$ cat src/logic/osf_consts.svh
// constants for the octal serial pin framing block
`ifndef OSF_CONSTS_SVH
`define OSF_CONSTS_SVH

`define OSF_CMD_READ      8'h03
`define OSF_ADDR_BYTES    4
`define OSF_DUMMY_BEATS   8
`define OSF_LANES         8
`define OSF_LEGACY_IN     0
`define OSF_LEGACY_OUT    1
`define OSF_X1_OE         8'h02
`define OSF_X1_LAST_BIT   3'h7
`define OSF_PIN_BITS      11
`define OSF_PIN_INIT      11'h500
`define OSF_CNT_MAX       255

`endif

$ cat src/logic/osf_pkg.sv
// types shared by the octal serial pin framing modules
package osf_pkg;
	typedef enum logic [2:0] {
		PH_IDLE,
		PH_CMD,
		PH_ADDR,
		PH_DUMMY,
		PH_RDATA,
		PH_WDATA
	} phase_t;
endpackage : osf_pkg

$ cat src/logic/lane_if.sv
// interface between the framing core and its input byte packer
`timescale 1ns/1ps
`default_nettype none
interface lane_if;
	logic       beat;
	logic       x1;
	logic       clear;
	logic [7:0] lanes;
	logic [7:0] byte_q;
	logic       byte_valid;
	modport owner  (output beat, x1, clear, lanes, input byte_q, byte_valid);
	modport packer (input beat, x1, clear, lanes, output byte_q, byte_valid);
endinterface : lane_if
`default_nettype wire

$ cat src/logic/osf_pin_framing.sv
// device-side pin framing for an octal serial flash link
`timescale 1ns/1ps
`default_nettype none
`include "osf_consts.svh"
module osf_pin_framing #(
	parameter int ADDR_BYTES  = `OSF_ADDR_BYTES,
	parameter int DUMMY_BEATS = `OSF_DUMMY_BEATS
) (
	// clock and reset
	input  wire logic       clk,
	input  wire logic       rstn,
	// link pins
	input  wire logic       chip_select_n,
	input  wire logic       link_ck,
	input  wire logic       hardware_reset_n,
	input  wire logic [7:0] dq_in,
	output logic      [7:0] dq_out,
	output logic      [7:0] dq_oe,
	output logic            read_data_strobe,
	output logic            read_data_strobe_oe,
	// configuration and core status, same clock
	input  wire logic       ddr_mode,
	input  wire logic       x1_mode,
	input  wire logic       embedded_busy,
	// received bytes to the core
	output logic      [7:0] rx_byte,
	output logic            rx_valid,
	output logic            rx_first,
	// read data from the core
	input  wire logic [7:0] tx_byte,
	output logic            tx_req,
	// frame status
	output logic            active,
	output logic            standby,
	output logic            frame_start,
	output logic            frame_end,
	output logic            in_reset
);
	logic                     rst_s;
	logic [`OSF_PIN_BITS-1:0] pins_s;
	logic                     cs_s;
	logic                     ck_s;
	logic                     hwrst_s;
	logic [7:0]               dq_s;
	logic                     ck_prev_q;
	logic                     cs_prev_q;
	logic                     ck_rise;
	logic                     ck_fall;
	logic                     cs_fall;
	logic                     cs_rise;
	logic                     sel;
	logic                     dual;
	logic                     sample;
	logic                     launch;
	osf_pkg::phase_t          state_q;
	osf_pkg::phase_t          state_d;
	logic [7:0]               cnt_q;
	logic [7:0]               cnt_d;
	logic [2:0]               bit_q;
	logic [2:0]               bit_d;
	logic [7:0]               shift_q;
	logic [7:0]               shift_d;
	logic [7:0]               word;
	logic [7:0]               dq_out_q;
	logic [7:0]               dq_out_d;
	logic [7:0]               dq_oe_q;
	logic [7:0]               dq_oe_d;
	logic                     strobe_q;
	logic                     strobe_d;
	logic                     strobe_oe_q;
	logic                     strobe_oe_d;
	logic                     tx_req_q;
	logic                     tx_req_d;
	logic [7:0]               rx_byte_q;
	logic [7:0]               rx_byte_d;
	logic                     rx_valid_q;
	logic                     rx_valid_d;
	logic                     rx_first_q;
	logic                     rx_first_d;
	logic [4:0]               stat_q;
	logic [4:0]               stat_d;

	if (ADDR_BYTES < 1 || ADDR_BYTES > `OSF_CNT_MAX)
	begin : g_bad_addr
		$error("ADDR_BYTES out of range");
	end
	if (DUMMY_BEATS < 1 || DUMMY_BEATS > `OSF_CNT_MAX)
	begin : g_bad_dummy
		$error("DUMMY_BEATS out of range");
	end

	// reset release through two flip-flops
	pin_sync #(.WIDTH(1), .INIT(1'b0)) u_rst_sync (
		.clk     (clk),
		.rst_n   (rstn),
		.async_i (1'b1),
		.sync_o  (rst_s)
	);

	// every pin crosses in one bank so lanes and clock stay aligned
	pin_sync #(.WIDTH(`OSF_PIN_BITS), .INIT(`OSF_PIN_INIT)) u_pin_sync (
		.clk     (clk),
		.rst_n   (rst_s),
		.async_i ({chip_select_n, link_ck, hardware_reset_n, dq_in}),
		.sync_o  (pins_s)
	);

	assign cs_s    = pins_s[10];
	assign ck_s    = pins_s[9];
	assign hwrst_s = pins_s[8];
	assign dq_s    = pins_s[7:0];

	// edges of the sampled link clock and chip select
	always_ff @(posedge clk or negedge rst_s)
	begin
		if (!rst_s)
		begin
			ck_prev_q <= 1'b0;
			cs_prev_q <= 1'b1;
		end
		else
		begin
			ck_prev_q <= ck_s;
			cs_prev_q <= cs_s;
		end
	end

	assign ck_rise = ck_s & ~ck_prev_q;
	assign ck_fall = ~ck_s & ck_prev_q;
	assign cs_fall = cs_prev_q & ~cs_s;
	assign cs_rise = ~cs_prev_q & cs_s;
	// reset pin overrides selection whatever chip select does
	assign sel     = ~cs_s & hwrst_s;
	// legacy single-bit interface has no double rate
	assign dual    = ddr_mode & ~x1_mode;
	assign sample  = sel & (ck_rise | (dual & ck_fall));
	assign launch  = sel & (dual ? (ck_rise | ck_fall) : ck_fall);

	// input byte packer
	lane_if lanes ();
	assign lanes.beat  = sample & (state_q == osf_pkg::PH_CMD || state_q == osf_pkg::PH_ADDR
		|| state_q == osf_pkg::PH_WDATA);
	assign lanes.x1    = x1_mode;
	assign lanes.clear = (state_q == osf_pkg::PH_IDLE);
	assign lanes.lanes = dq_s;

	byte_packer u_packer (
		.clk   (clk),
		.rst_n (rst_s),
		.p     (lanes)
	);

	// next word to launch: legacy mode reloads only on the byte boundary
	always_comb
	begin
		word = (x1_mode && bit_q != 3'h0) ? shift_q : tx_byte;
	end

	// transaction phase, counters and pin drive
	always_comb
	begin
		state_d     = state_q;
		cnt_d       = cnt_q;
		bit_d       = bit_q;
		shift_d     = shift_q;
		dq_out_d    = dq_out_q;
		dq_oe_d     = dq_oe_q;
		strobe_d    = strobe_q;
		strobe_oe_d = strobe_oe_q;
		tx_req_d    = 1'b0;
		if (!sel)
		begin
			// deselected or in pin reset: idle and let go of every pin
			state_d     = osf_pkg::PH_IDLE;
			cnt_d       = 8'h00;
			bit_d       = 3'h0;
			dq_oe_d     = 8'h00;
			strobe_d    = 1'b0;
			strobe_oe_d = 1'b0;
		end
		else
		begin
			case (state_q)
				osf_pkg::PH_IDLE:
				begin
					// a reset released mid-frame waits for the next falling select
					if (cs_fall)
						state_d = osf_pkg::PH_CMD;
				end
				osf_pkg::PH_CMD:
				begin
					if (lanes.byte_valid)
					begin
						cnt_d   = 8'h00;
						state_d = (lanes.byte_q == `OSF_CMD_READ) ? osf_pkg::PH_ADDR : osf_pkg::PH_WDATA;
					end
				end
				osf_pkg::PH_ADDR:
				begin
					if (lanes.byte_valid)
					begin
						cnt_d = cnt_q + 8'h01;
						if (cnt_q == 8'(ADDR_BYTES - 1))
						begin
							cnt_d   = 8'h00;
							state_d = osf_pkg::PH_DUMMY;
						end
					end
				end
				osf_pkg::PH_DUMMY:
				begin
					// dummy beats count launch edges so data lines up with them
					if (launch)
					begin
						cnt_d = cnt_q + 8'h01;
						if (cnt_q == 8'(DUMMY_BEATS - 1))
						begin
							cnt_d   = 8'h00;
							bit_d   = 3'h0;
							state_d = osf_pkg::PH_RDATA;
						end
					end
				end
				osf_pkg::PH_RDATA:
				begin
					if (launch)
					begin
						tx_req_d    = ~x1_mode | (bit_q == 3'h0);
						strobe_d    = ~strobe_q;
						strobe_oe_d = 1'b1;
						if (x1_mode)
						begin
							dq_out_d                 = 8'h00;
							dq_out_d[`OSF_LEGACY_OUT] = word[7];
							dq_oe_d                  = `OSF_X1_OE;
							shift_d                  = {word[6:0], 1'b0};
							bit_d                    = bit_q + 3'h1;
						end
						else
						begin
							dq_out_d = word;
							dq_oe_d  = 8'hFF;
						end
					end
				end
				osf_pkg::PH_WDATA:
				begin
					state_d = osf_pkg::PH_WDATA;
				end
				default:
				begin
					state_d = osf_pkg::PH_IDLE;
				end
			endcase
		end
	end

	// received bytes and frame status
	always_comb
	begin
		rx_byte_d  = rx_byte_q;
		rx_first_d = rx_first_q;
		rx_valid_d = 1'b0;
		if (sel && lanes.byte_valid && state_q != osf_pkg::PH_IDLE)
		begin
			rx_valid_d = 1'b1;
			rx_byte_d  = lanes.byte_q;
			rx_first_d = (state_q == osf_pkg::PH_CMD);
		end
		stat_d[0] = sel;
		stat_d[1] = cs_s & ~embedded_busy;
		stat_d[2] = cs_fall & hwrst_s;
		stat_d[3] = cs_rise;
		stat_d[4] = ~hwrst_s;
	end

	always_ff @(posedge clk or negedge rst_s)
	begin
		if (!rst_s)
		begin
			state_q     <= osf_pkg::PH_IDLE;
			cnt_q       <= 8'h00;
			bit_q       <= 3'h0;
			shift_q     <= 8'h00;
			dq_out_q    <= 8'h00;
			dq_oe_q     <= 8'h00;
			strobe_q    <= 1'b0;
			strobe_oe_q <= 1'b0;
			tx_req_q    <= 1'b0;
			rx_byte_q   <= 8'h00;
			rx_valid_q  <= 1'b0;
			rx_first_q  <= 1'b0;
			stat_q      <= 5'h02;
		end
		else
		begin
			state_q     <= state_d;
			cnt_q       <= cnt_d;
			bit_q       <= bit_d;
			shift_q     <= shift_d;
			dq_out_q    <= dq_out_d;
			dq_oe_q     <= dq_oe_d;
			strobe_q    <= strobe_d;
			strobe_oe_q <= strobe_oe_d;
			tx_req_q    <= tx_req_d;
			rx_byte_q   <= rx_byte_d;
			rx_valid_q  <= rx_valid_d;
			rx_first_q  <= rx_first_d;
			stat_q      <= stat_d;
		end
	end

	assign dq_out              = dq_out_q;
	assign dq_oe               = dq_oe_q;
	assign read_data_strobe    = strobe_q;
	assign read_data_strobe_oe = strobe_oe_q;
	assign tx_req              = tx_req_q;
	assign rx_byte             = rx_byte_q;
	assign rx_valid            = rx_valid_q;
	assign rx_first            = rx_first_q;
	assign active              = stat_q[0];
	assign standby             = stat_q[1];
	assign frame_start         = stat_q[2];
	assign frame_end           = stat_q[3];
	assign in_reset            = stat_q[4];
endmodule : osf_pin_framing
`default_nettype wire

$ cat src/logic/pin_sync.sv
// two flip-flop synchroniser for pins from outside the clock domain
`timescale 1ns/1ps
`default_nettype none
module pin_sync #(
	parameter int               WIDTH = 1,
	parameter logic [WIDTH-1:0] INIT  = '0
) (
	// clock and reset
	input  wire logic             clk,
	input  wire logic             rst_n,
	// raw pins and their synchronised copy
	input  wire logic [WIDTH-1:0] async_i,
	output logic      [WIDTH-1:0] sync_o
);
	logic [WIDTH-1:0] meta_q;
	logic [WIDTH-1:0] meta_d;
	logic [WIDTH-1:0] sync_q;
	logic [WIDTH-1:0] sync_d;

	if (WIDTH < 1)
	begin : g_bad_width
		$error("pin_sync width must be at least one");
	end

	// first stage feeds only the second
	always_comb
	begin
		meta_d = async_i;
		sync_d = meta_q;
	end

	always_ff @(posedge clk or negedge rst_n)
	begin
		if (!rst_n)
		begin
			meta_q <= INIT;
			sync_q <= INIT;
		end
		else
		begin
			meta_q <= meta_d;
			sync_q <= sync_d;
		end
	end

	assign sync_o = sync_q;
endmodule : pin_sync
`default_nettype wire

$ cat src/logic/byte_packer.sv
// gathers sampled lane values into bytes, octal or legacy single bit
`timescale 1ns/1ps
`default_nettype none
`include "osf_consts.svh"
module byte_packer (
	// clock and reset
	input wire logic clk,
	input wire logic rst_n,
	// lane beats in, bytes out
	lane_if.packer   p
);
	logic [7:0] shift_q;
	logic [7:0] shift_d;
	logic [2:0] cnt_q;
	logic [2:0] cnt_d;
	logic [7:0] byte_q;
	logic [7:0] byte_d;
	logic       valid_q;
	logic       valid_d;

	// legacy mode takes the input line msb first, eight beats a byte
	always_comb
	begin
		shift_d = shift_q;
		cnt_d   = cnt_q;
		byte_d  = byte_q;
		valid_d = 1'b0;
		if (p.clear)
		begin
			shift_d = 8'h00;
			cnt_d   = 3'h0;
		end
		else if (p.beat)
		begin
			if (p.x1)
			begin
				shift_d = {shift_q[6:0], p.lanes[`OSF_LEGACY_IN]};
				cnt_d   = cnt_q + 3'h1;
				if (cnt_q == `OSF_X1_LAST_BIT)
				begin
					byte_d  = shift_d;
					valid_d = 1'b1;
				end
			end
			else
			begin
				byte_d  = p.lanes;
				valid_d = 1'b1;
			end
		end
	end

	always_ff @(posedge clk or negedge rst_n)
	begin
		if (!rst_n)
		begin
			shift_q <= 8'h00;
			cnt_q   <= 3'h0;
			byte_q  <= 8'h00;
			valid_q <= 1'b0;
		end
		else
		begin
			shift_q <= shift_d;
			cnt_q   <= cnt_d;
			byte_q  <= byte_d;
			valid_q <= valid_d;
		end
	end

	assign p.byte_q     = byte_q;
	assign p.byte_valid = valid_q;
endmodule : byte_packer
`default_nettype wire

$ cat config.mk
export PLATFORM = sky130hd
export DESIGN_NAME = osf_pin_framing
export DESIGN_NICKNAME = d
export VERILOG_FILES = /design/src/logic/osf_pkg.sv /design/src/logic/lane_if.sv /design/src/logic/osf_pin_framing.sv /design/src/logic/pin_sync.sv /design/src/logic/byte_packer.sv
export VERILOG_INCLUDE_DIRS = /design/src /design/src/logic
export SDC_FILE = /design/constraint.sdc
export NUM_CORES = 1
export LEC_CHECK = 0
export ABC_CLOCK_PERIOD_IN_PS = 4300
export BUFFER_PORTS_ARGS = -buffer_cell sky130_fd_sc_hd__buf_2
export CAP_MARGIN = 20
export CORE_MARGIN = 10
export CORE_UTILIZATION = 55
export CTS_CLUSTER_DIAMETER = 50
export CTS_CLUSTER_SIZE = 16
export DETAILED_ROUTE_END_ITERATION = 7
export GPL_TIMING_DRIVEN = 0
export PLACE_DENSITY = 0.82
export REMOVE_ABC_BUFFERS = 1
export SYNTH_ARGS = -nofsm -noshare
export SYNTH_HDL_FRONTEND = slang
export SYNTH_SLANG_ARGS = --single-unit
$ cat constraint.sdc
create_clock -name clk -period 4.3 [get_ports clk]
set_clock_uncertainty 0.05 [all_clocks]
set_input_delay 0.645 -clock clk [delete_from_list [all_inputs] [get_ports clk]]
set_output_delay 0.645 -clock clk [all_outputs]
set_load 0.1 [all_outputs]
==> run summary, run 1 <==
outcome = finished, final reports clean
time the worst path needs with I/O delays and setup = 2.592 ns
synthesized area = 3918 um2
number of storage elements in the synthesis netlist = 93
Setup TNS Final = 0 ns
setup-violating endpoint count in the final report = 0
fin nets = 431
final design area excluding fillers = 4424 um2
R2R depth = 6
instance count after placement with tap cells included = 483
sink count of the clock tree = 93
DP Wirelength = 5.087 mm
share of post-route cells with drive strength above 1 = 25.25%
Arrival @ worst endpoint = 2.80 ns
worst-case register-to-register setup slack = 1.71 ns
number of buffers added by the clock tree synthesis step = 9
Die Span X = 104.4 um
Total Routed Length = 7.186 mm
filler-free cell count of the finished design = 500
antenna-violating nets left = 0
height of the die = 104.4 um
worst setup slack after layout = 1.708 ns
final period utilization = 60.27%
diode count = 0
Total Power Consumption = 1.588 mW
row count = 30
Worst-Margin Slew = 0.6476 ns
path type of the worst min-delay path = register to async pin
routed length per instance = 14.37 um
max-cap violations = 0
number of antenna violations at the first check in global routing = 0
Max rail drop VDD = 0.2386 mV
cell count after synthesis = 349
Remaining Overflow, GRT = 0
sequential share of the synthesized area = 59.60%
number of global-route vias before repair = 2691
total of cells resized after clock tree synthesis = 0
count of H-tree levels built during CTS = 3
Ys Warns = 0
die outline area = 10900 um2
TritonCTS clock tree = yes
vias after detailed routing = 2617
worst reg2reg path startpoint = u_pin_sync.sync_o[10]
number of remaining DRC errors = 0
Iteration-0 DRC Markers = 103
RSZ-0062 raised after global routing = no
number of primary I/O pins = 58
per-instance average area after synthesis = 11.22 um2
post-CTS clock slew at the launch and capture registers of the worst setup and hold paths = 0.09 ns
Root Buffer Master = sky130_fd_sc_hd__clkbuf_8
core box area = 6869 um2
clock insertion delay at the later pin of the skew report = 0.35 ns
Slew Limit Fails = 0
Max Clock Freq = 0.3858 GHz
per-cell via count in the routed design = 5.234
final-report hold violation count = 0
global-route wire length before repair = 12.43 mm
relative area change from synthesis to final layout = 12.94%
power density over the cells = 358.9 nW/um2
nature of the critical path endpoint = register
area after detailed placement = 4237 um2
static leakage power = 2.201 nW
final weighted congestion in routability-driven placement = 0.7638
number of buffers between clock root and the deepest sink = 2
global router's overall resource usage = 13.60%
worst max-slew margin expressed relative to the limit = 56.49%
Worst Setup Start Kind = register
setup slack at placement = 1.657 ns
category of the critical setup timing path = register to register
Pre-Repair DR Iteration Count = 4
required time worst endpoint = 4.51 ns
pin count of the biggest net entering global routing = 56
endpoint of the most critical register-to-register path = cnt_q[6]
Initial Utilization = 57.03%
number of distinct library cell variants in the gate-level netlist after synthesis = 48
Worst Path Max Fanout = 13
count of input and output buffers = 57
cells by family (layout without fill, tap and decap cells):
group | Yosys count | after routing | synth area share (%)
adder cells (fa/ha/maj) | 8 | 8 | 2.555
AND/OR/NAND/NOR | 111 | 111 | 14.44
multiplexers | 26 | 26 | 6.994
AO/OA/AOI/OAI | 66 | 66 | 10.76
other | 1 | 1 | 0.09572
flip-flops | 93 | 93 | 59.60
buffers and inverters | 42 | 97 | 5.110
XOR/XNOR | 2 | 2 | 0.4472
layout make-up:
cell class	count	area, um2
clock buffer	11	141.4
fill	551	2445
inverter	22	82.58
tap	96	120.1
clock inverter	5	36.28
sequential	93	2338
multi-input combinational	214	1383
timing repair buffer	59	322.8
report_power, final:
part	switching [mW]	internal, mW	leakage [nW]
clock	0.295	0.226	0.0815
combinational	0.100	0.0359	0.927
sequential	0.0236	0.907	1.19
per-layer routing:
| layer | wire length [um] | vias up | track usage (%) |
|---|---|---|---|
| li1 | - | 1289 | - |
| met1 | 3272 | 1282 | 16.96 |
| met2 | 3620 | 35 | 22.16 |
| met3 | 201 | 11 | 3.470 |
| met4 | 92 | 0 | 4.970 |
| met5 | 0 | - | 0 |
sequential cells by signal, indices dropped and copies added (netlist names):
signal,cells
dq_out,8
read_data_strobe,1
u_packer.p.byte_valid,1
rx_byte,8
u_rst_sync.sync_o,1
u_packer.shift_q,7
u_packer.cnt_q,3
u_pin_sync.meta_q,11
dq_oe,2
cs_prev_q,1
u_packer.p.byte_q,8
stat_q,5
ck_prev_q,1
rx_first,1
u_pin_sync.sync_o,11
shift_q,7
cnt_q,8
state_q,3
bit_q,3
rx_valid,1
u_rst_sync.meta_q,1
tx_req,1
placed cells by master, fill, tap and decap left out, drive strengths merged, types with 4 or more instances in the layout:
master   n
a21oi   15
buf     58
clkbuf  11
dfrtp   87
dfstp    6
ha       8
inv     21
mux2    11
mux2i   15
nand2   38
nand2b   8
nand3   20
nor2    17
nor3     7
nor3b    4
o21ai   32
o31ai    4
metrics by stage:
| step | hold WS, ns | util, % |
|---|---|---|
| 6_report | 0.2507 | 64.41 |
| 5_1_grt | 0.2997 | 64.41 |
| 4_1_cts | 0.2731 | 64.41 |
| 3_5_place_dp | 0.2624 | 61.68 |
| 3_3_place_gp | 0.2827 | 61.22 |
| 2_1_floorplan | 0.2812 | - |
critical path: stages (launching register included):
cell and delay (ns):
sky130_fd_sc_hd__dfstp_2 0.55, sky130_fd_sc_hd__nand2b_1 0.30, sky130_fd_sc_hd__inv_1 0.29, sky130_fd_sc_hd__o211a_1 0.21, sky130_fd_sc_hd__a221o_1 0.43, sky130_fd_sc_hd__nand2b_1 0.35
sky130_fd_sc_hd__o31ai_2 0.31
synth_stat cells (all sizes together):
cell type | n | share of area (%)
a211oi | 2 | 0.38
and3 | 2 | 0.32
nand4 | 3 | 0.48
mux2 | 11 | 3.2
dfrtp | 87 | 56
a2111oi | 1 | 0.70
o211a | 2 | 0.51
xnor2 | 1 | 0.22
nor2 | 17 | 1.8
nor3 | 7 | 1.3
inv | 21 | 2.0
a31oi | 1 | 0.16
ha | 8 | 2.6
a311o | 1 | 0.26
o21ai | 32 | 4.1
and4bb | 1 | 0.32
and2 | 2 | 0.32
dfstp | 6 | 4.0
nand3 | 20 | 2.6
nor3b | 4 | 0.77
a221o | 1 | 0.26
a311oi | 1 | 0.22
nor4 | 2 | 0.32
o31ai | 4 | 1.0
or3b | 1 | 0.29
nand2b | 8 | 1.3
o21bai | 1 | 0.19
o22a | 1 | 0.26
a21oi | 15 | 1.9
or3 | 2 | 0.32
o32ai | 1 | 0.22
xor2 | 1 | 0.22
a21o | 3 | 0.57
buf | 18 | 2.8
conb | 1 | 0.096
nor2b | 3 | 0.48
and4 | 1 | 0.22
clkbuf | 2 | 0.19
clkinv | 1 | 0.096
mux2i | 15 | 3.8
nand2 | 38 | 3.6
worst max-delay path by stage:
stage / startpoint / end / slack [ns] / depth (start not counted)
floorplan: dq_oe[6] / dq_oe[0] / -0.87 / 0
global placement: u_rst_sync.sync_o / stat_q[4] / 0.59 / 0
detailed placement: x1_mode / dq_out[1] / 1.66 / 5
CTS: u_pin_sync.sync_o[10] / cnt_q[6] / 1.69 / 6
global route: u_pin_sync.sync_o[10] / cnt_q[6] / 1.53 / 6
finish: u_pin_sync.sync_o[10] / cnt_q[6] / 1.71 / 6
repair_timing:
| item | CTS | global route |
|---|---|---|
| setup buffers | 0 | 0 |
| hold buffers | 1 | 0 |
| hold endpoints to repair | 2 | 0 |
Note: power is estimated with default switching activity, not from simulation.
==> run 2: changes to the inputs <==
--- a/config.mk
+++ b/config.mk
@@ -6,16 +6,16 @@
 export SDC_FILE = /design/constraint.sdc
 export NUM_CORES = 1
 export LEC_CHECK = 0
-export ABC_CLOCK_PERIOD_IN_PS = 4300
+export ABC_CLOCK_PERIOD_IN_PS = 2200
 export BUFFER_PORTS_ARGS = -buffer_cell sky130_fd_sc_hd__buf_2
 export CAP_MARGIN = 20
 export CORE_MARGIN = 10
-export CORE_UTILIZATION = 55
+export CORE_UTILIZATION = 51
 export CTS_CLUSTER_DIAMETER = 50
 export CTS_CLUSTER_SIZE = 16
 export DETAILED_ROUTE_END_ITERATION = 7
 export GPL_TIMING_DRIVEN = 0
-export PLACE_DENSITY = 0.82
+export PLACE_DENSITY = 0.8
 export REMOVE_ABC_BUFFERS = 1
 export SYNTH_ARGS = -nofsm -noshare
 export SYNTH_HDL_FRONTEND = slang
==> constraint.sdc (replaced) <==
create_clock -name clk -period 2.2 [get_ports clk]
set_clock_uncertainty 0.05 [all_clocks]
set_input_delay 0.33 -clock clk [delete_from_list [all_inputs] [get_ports clk]]
set_output_delay 0.33 -clock clk [all_outputs]
set_load 0.1 [all_outputs]
==> run 2 against run 1 <==
Against the previous run: global-route usage is 0.32 points lower; critical endpoint is now bit_q[1]; worst hold slack worse by 0.22 ns; highest routed layer unchanged; routed wire length is 3.9% higher; cell area is 3.5% higher; critical path depth is 1 higher; via count grew 2.3%.
==> run summary, run 2 (synthesized netlist as in run 1, its figures left out) <==
share of post-route cells with drive strength above 1 = 28.74% (+3.5 points)
most common cell after layout, fill and taps aside = sky130_fd_sc_hd__dfrtp_1
outcome = finished, final reports clean
per-cell via count in the routed design = 5.220 (-0.26%)
TritonCTS clock tree = yes
nature of the critical path endpoint = register
setup-violating endpoint count in the final report = 0 (unchanged)
DP Wirelength = 5.287 mm (+3.9%)
global-route wire length before repair = 12.56 mm (+1.1%)
fin nets = 441 (+2.3%)
clock insertion delay at the later pin of the skew report = 0.35 ns (about the same)
Arrival @ worst endpoint = 2.25 ns (-0.55 ns)
die outline area = 11590 um2 (+6.3%)
vias after detailed routing = 2678 (+2.3%)
setup slack at placement = -0.3242 ns (-1.981 ns)
diode count = 0 (unchanged)
number of remaining DRC errors = 0 (unchanged)
count of H-tree levels built during CTS = 3 (unchanged)
Remaining Overflow, GRT = 0 (unchanged)
R2R depth = 7 (+1)
post-CTS clock slew at the launch and capture registers of the worst setup and hold paths = 0.09 ns (about the same)
most frequent cells in the layout = sky130_fd_sc_hd__dfrtp_1, sky130_fd_sc_hd__buf_2, sky130_fd_sc_hd__nand2_1
Total Routed Length = 7.466 mm (+3.9%)
worst hold margin = 0.03361 ns (-0.2171 ns)
multi-input combinational cell area = 1410 um2 (+2.0%)
relative area change from synthesis to final layout = 16.86%
number of buffers added by the clock tree synthesis step = 9 (unchanged)
global router's overall resource usage = 13.28% (-0.32 points)
pin count of the biggest net entering global routing = 66 (+18%)
met2 global-route usage = 22.20% (+0.045 points)
antenna-violating nets left = 0 (unchanged)
area after detailed placement = 4240 um2 (about the same)
Max Clock Freq = 0.4804 GHz (+25%)
Worst Setup Start Kind = register
routed length per instance = 14.55 um (+1.3%)
final period utilization = 94.62% (+34 points)
Total Power Consumption = 3.248 mW (+100%)
category of the critical setup timing path = register to register
final weighted congestion in routability-driven placement = 0.7784 (+1.9%)
Iteration-0 DRC Markers = 101 (-1.9%)
Fillers = 606 (+10%)
Max rail drop VDD = 0.4656 mV (+95%)
sink count of the clock tree = 93 (unchanged)
max-cap violations = 0 (unchanged)
number of buffers between clock root and the deepest sink = 2 (unchanged)
number of cells traversed by the worst hold path = 1
number of antenna violations at the first check in global routing = 0 (unchanged)
number of primary I/O pins = 58 (unchanged)
time the worst path needs with I/O delays and setup = 2.082 ns (-0.5102 ns)
area used by sequential logic in the layout = 2341 um2 (+0.11%)
Setup TNS Final = 0 ns (unchanged)
core box area = 7370 um2 (+7.3%)
Initial Utilization = 53.16% (-3.9 points)
Worst Path Max Fanout = 8 (-5)
worst max-slew margin expressed relative to the limit = 53.08% (-3.4 points)
Die Span X = 107.6 um (+3.1%)
Pre-Repair DR Iteration Count = 5 (+1)
Worst-Margin Slew = 0.6984 ns (+0.05077 ns)
path type of the worst min-delay path = input pin to register
count of input and output buffers = 57 (unchanged)
row count = 31 (+3.3%)
met1 global-route usage = 16.10% (-0.86 points)
final design area excluding fillers = 4578 um2 (+3.5%)
Slew Limit Fails = 0 (unchanged)
power density over the cells = 709.5 nW/um2 (+98%)
Root Buffer Master = sky130_fd_sc_hd__clkbuf_8
static leakage power = 2.267 nW (+3.0%)
most crowded layer after global routing = met2
RSZ-0062 raised after global routing = no
height of the die = 107.6 um (+3.1%)
required time worst endpoint = 2.37 ns (-2.14 ns)
number of global-route vias before repair = 2696 (+0.19%)
worst setup slack after layout = 0.1184 ns (-1.590 ns)
final-report hold violation count = 0 (unchanged)
Global Route met3 Usage = 2.994% (-0.48 points)
## run 2: cell type report
type | count | area share, %
clock buffers | 11 | 3.307
clock inverters | 5 | 1.285
inverters | 22 | 1.886
multi-input cells | 214 | 30.80
flip-flops and latches | 93 | 51.13
well taps | 99 | 2.706
repair buffers | 69 | 8.882
## run 2: per-stage QoR
step	cells	util, %
2_1_floorplan	329	-
3_3_place_gp	485	57.11
3_5_place_dp	486	57.54
4_1_cts	509	61.36
5_1_grt	513	62.12
6_report	513	62.12
## run 2: final timing paths
| path | start | to | slack [ns] |
|---|---|---|---|
| worst min-delay path | dq_in[1] | u_pin_sync.meta_q[1] | 0.03 |
| min in group asynchronous | u_rst_sync.sync_o | shift_q[4] | 0.19 |
| worst max register to register | cnt_q[1] | bit_q[1] | 0.12 |
| max in group asynchronous | u_rst_sync.sync_o | stat_q[1] | 1.26 |
| worst min register to register | u_rst_sync.sync_o | shift_q[4] | 0.19 |
| worst max-delay path | cnt_q[1] | bit_q[1] | 0.12 |
## run 2: where the power goes
part / switching [mW] / internal, mW
Combinational: 0.202 / 0.0773
Clock: 0.565 / 0.587
Sequential: 0.0432 / 1.77
## run 2: worst max-delay path: stages (launching register included)
cell and delay [ns]:
sky130_fd_sc_hd__dfrtp_1 0.39, sky130_fd_sc_hd__ha_2 0.23, sky130_fd_sc_hd__or3b_4 0.39, sky130_fd_sc_hd__a2111oi_4 0.31
sky130_fd_sc_hd__buf_6 0.19, sky130_fd_sc_hd__nor2_1 0.07, sky130_fd_sc_hd__o21ai_1 0.20, sky130_fd_sc_hd__o21ai_0 0.11
## run 2: timing repair
action	4_1_cts	5_1_grt
endpoints found under the setup margin	26	31
endpoints found under the hold margin	3	1
pin swaps	2	0
buffers inserted	5	3
hold buffers	2	1
resized for setup	5	10
## run 2: per-layer routing
| metal | vias to the layer above | part of all wire (%) |
|---|---|---|
| met3 | 6 | 3.7 |
| met2 | 49 | 51 |
| met5 | - | 0 |
| met1 | 1311 | 44 |
| met4 | 0 | 1.0 |
| li1 | 1312 | - |
==> run 3: changes to the inputs <==
--- a/config.mk
+++ b/config.mk
@@ -17,6 +17,7 @@
 export GPL_TIMING_DRIVEN = 0
 export PLACE_DENSITY = 0.8
 export REMOVE_ABC_BUFFERS = 1
+export SETUP_SLACK_MARGIN = 0.15
 export SYNTH_ARGS = -nofsm -noshare
 export SYNTH_HDL_FRONTEND = slang
 export SYNTH_SLANG_ARGS = --single-unit
==> run 3 against run 2 <==
Against the previous run: routed wire length grew 5.7%; first-iteration DRC count up 19%; critical path depth up 1; critical endpoint is now cnt_q[4]; largest cell class unchanged; largest power group unchanged; highest routed layer unchanged.
==> run summary, run 3 (synthesized netlist as in run 1, its figures left out) <==
outcome = finished, final reports clean
Total Routed Length = 7.889 mm (+5.7%)
final weighted congestion in routability-driven placement = 0.7784 (unchanged)
post-CTS clock slew at the launch and capture registers of the worst setup and hold paths = 0.09 ns (about the same)
max-cap violations = 0 (unchanged)
switch share = 25.10% (+0.17 points)
Worst-Margin Slew = 0.8287 ns (+0.1303 ns)
final design area excluding fillers = 4716 um2 (+3.0%)
DP Wirelength = 5.287 mm (unchanged)
count of H-tree levels built during CTS = 3 (unchanged)
cell internal pwr = 2.445 mW (+0.27%)
final period utilization = 91.63% (-3.0 points)
path type of the worst min-delay path = input pin to register
RSZ-0062 raised after global routing = yes
number of buffers added by the clock tree synthesis step = 9 (unchanged)
per-cell via count in the routed design = 5.188 (-0.62%)
sequential share of power = 55.7% (-0.2 points)
fin nets = 449 (+1.8%)
static leakage power = 2.327 nW (+2.6%)
Remaining Overflow, GRT = 0 (unchanged)
fraction of power consumed by the clock network = 35.4% (about the same)
diode count = 0 (unchanged)
number of antenna violations at the first check in global routing = 0 (unchanged)
TritonCTS clock tree = yes
Worst Setup Start Kind = register
count of input and output buffers = 57 (unchanged)
sink count of the clock tree = 93 (unchanged)
number of primary I/O pins = 58 (unchanged)
relative area change from synthesis to final layout = 20.38%
power density over the cells = 692.1 nW/um2 (-2.4%)
time the worst path needs with I/O delays and setup = 2.016 ns (-0.06580 ns)
pin count of the biggest net entering global routing = 66 (unchanged)
vias after detailed routing = 2703 (+0.93%)
setup slack at placement = -0.3242 ns (unchanged)
Worst Path Max Fanout = 7 (-1)
die outline area = 11590 um2 (unchanged)
global-route wire length before repair = 12.76 mm (+1.5%)
worst hold margin = 0.02709 ns (-0.006521 ns)
area after detailed placement = 4240 um2 (unchanged)
height of the die = 107.6 um (unchanged)
routed length per instance = 15.14 um (+4.0%)
global router's overall resource usage = 13.51% (+0.23 points)
most common cell after layout, fill and taps aside = sky130_fd_sc_hd__dfrtp_1
Arrival @ worst endpoint = 2.21 ns (-0.04 ns)
category of the critical setup timing path = register to register
Root Buffer Master = sky130_fd_sc_hd__clkbuf_8
number of remaining DRC errors = 0 (unchanged)
Total Power Consumption = 3.264 mW (+0.49%)
part of the total power dissipated in combinational logic = 8.9% (+0.3 points)
clock insertion delay at the later pin of the skew report = 0.35 ns (about the same)
Max rail drop VDD = 0.4656 mV (about the same)
worst setup slack after layout = 0.1842 ns (+0.06580 ns)
switching component of the power = 819.4 uW (+1.2%)
core box area = 7370 um2 (unchanged)
nature of the critical path endpoint = register
Max Clock Freq = 0.4961 GHz (+3.3%)
final-report hold violation count = 0 (unchanged)
Initial Utilization = 53.16% (unchanged)
Die Span X = 107.6 um (unchanged)
number of global-route vias before repair = 2732 (+1.3%)
setup-violating endpoint count in the final report = 0 (unchanged)
required time worst endpoint = 2.39 ns (+0.02 ns)
worst max-slew margin expressed relative to the limit = 44.33% (-8.8 points)
number of buffers between clock root and the deepest sink = 2 (unchanged)
row count = 31 (unchanged)
antenna-violating nets left = 0 (unchanged)
share of post-route cells with drive strength above 1 = 31.28% (+2.5 points)
Pre-Repair DR Iteration Count = 4 (-1)
Iteration-0 DRC Markers = 120 (+19%)
Slew Limit Fails = 0 (unchanged)
most frequent cells in the layout = sky130_fd_sc_hd__dfrtp_1, sky130_fd_sc_hd__buf_2, sky130_fd_sc_hd__nand2_1
==> run 3: cell count changes in the layout (fill, tap and decap cells not counted), sizes merged <==
cell,delta
buf,+8
==> run 3: cell type report <==
class	count	area, um2
sequential	93	2340
clock buffer	11	151.4
multi-input combinational	214	1460
fill	578	2654
tap	99	123.9
timing repair buffer	77	495.5
inverter	22	86.33
clock inverter	5	58.81
==> run 3: per-layer routing <==
metal	up-vias	routed length, um	global-route usage [%]
li1	1326	-	-
met1	1327	3431	16.02
met2	41	4082	23.07
met3	9	263	2.994
met4	0	110	5.630
met5	-	0	0
==> run 3: path summary, 6_finish.rpt <==
check,startpoint,end,slack (ns),cells after the start
max,cnt_q[0],cnt_q[4],0.18,8
max in group asynchronous,u_rst_sync.sync_o,stat_q[1],1.25,1
max reg2reg,cnt_q[0],cnt_q[4],0.18,8
min in group asynchronous,u_rst_sync.sync_o,dq_out[3],0.19,0
min reg2reg,u_rst_sync.sync_o,dq_out[3],0.19,0
min,dq_in[1],u_pin_sync.meta_q[1],0.03,1
==> run 3: metrics by stage <==
step | utilization [%] | cells | setup TNS [ns]
4_1_cts | 61.87 | 511 | 0
3_3_place_gp | 57.11 | 485 | -137.80
3_5_place_dp | 57.54 | 486 | -3.253
2_1_floorplan | - | 329 | -74.28
6_report | 63.99 | 521 | 0
5_1_grt | 63.99 | 521 | 0
==> run 3: critical path, stage by stage, from the launching register on <==
cell and delay (ns):
sky130_fd_sc_hd__dfrtp_1 0.40, sky130_fd_sc_hd__ha_4 0.16, sky130_fd_sc_hd__or3b_4 0.39, sky130_fd_sc_hd__a2111oi_4 0.31
sky130_fd_sc_hd__buf_6 0.19, sky130_fd_sc_hd__buf_4 0.12, sky130_fd_sc_hd__nor3b_1 0.05, sky130_fd_sc_hd__o21ai_2 0.15
sky130_fd_sc_hd__o31ai_2 0.08
==> run 3: what timing repair did <==
action,in CTS,in global routing
setup endpoints to repair,47,43
gates resized for setup,12,15
buffers inserted,7,9
hold buffers,2,1
endpoints found under the hold margin,3,1
pin swaps,2,7
==> run 3: power by group through the flow <==
| stage | clock [mW] | sequential [mW] | combinational [mW] |
|---|---|---|---|
| 5_1_grt | 1.26 | 1.83 | 0.318 |
| 2_1_floorplan | 0 | 1.96 | 0.0752 |
| 3_3_place_gp | 0 | 1.87 | 0.238 |
| 4_1_cts | 1.18 | 1.82 | 0.282 |
| 3_5_place_dp | 0 | 1.85 | 0.271 |
| 6_report | 1.16 | 1.82 | 0.291 |
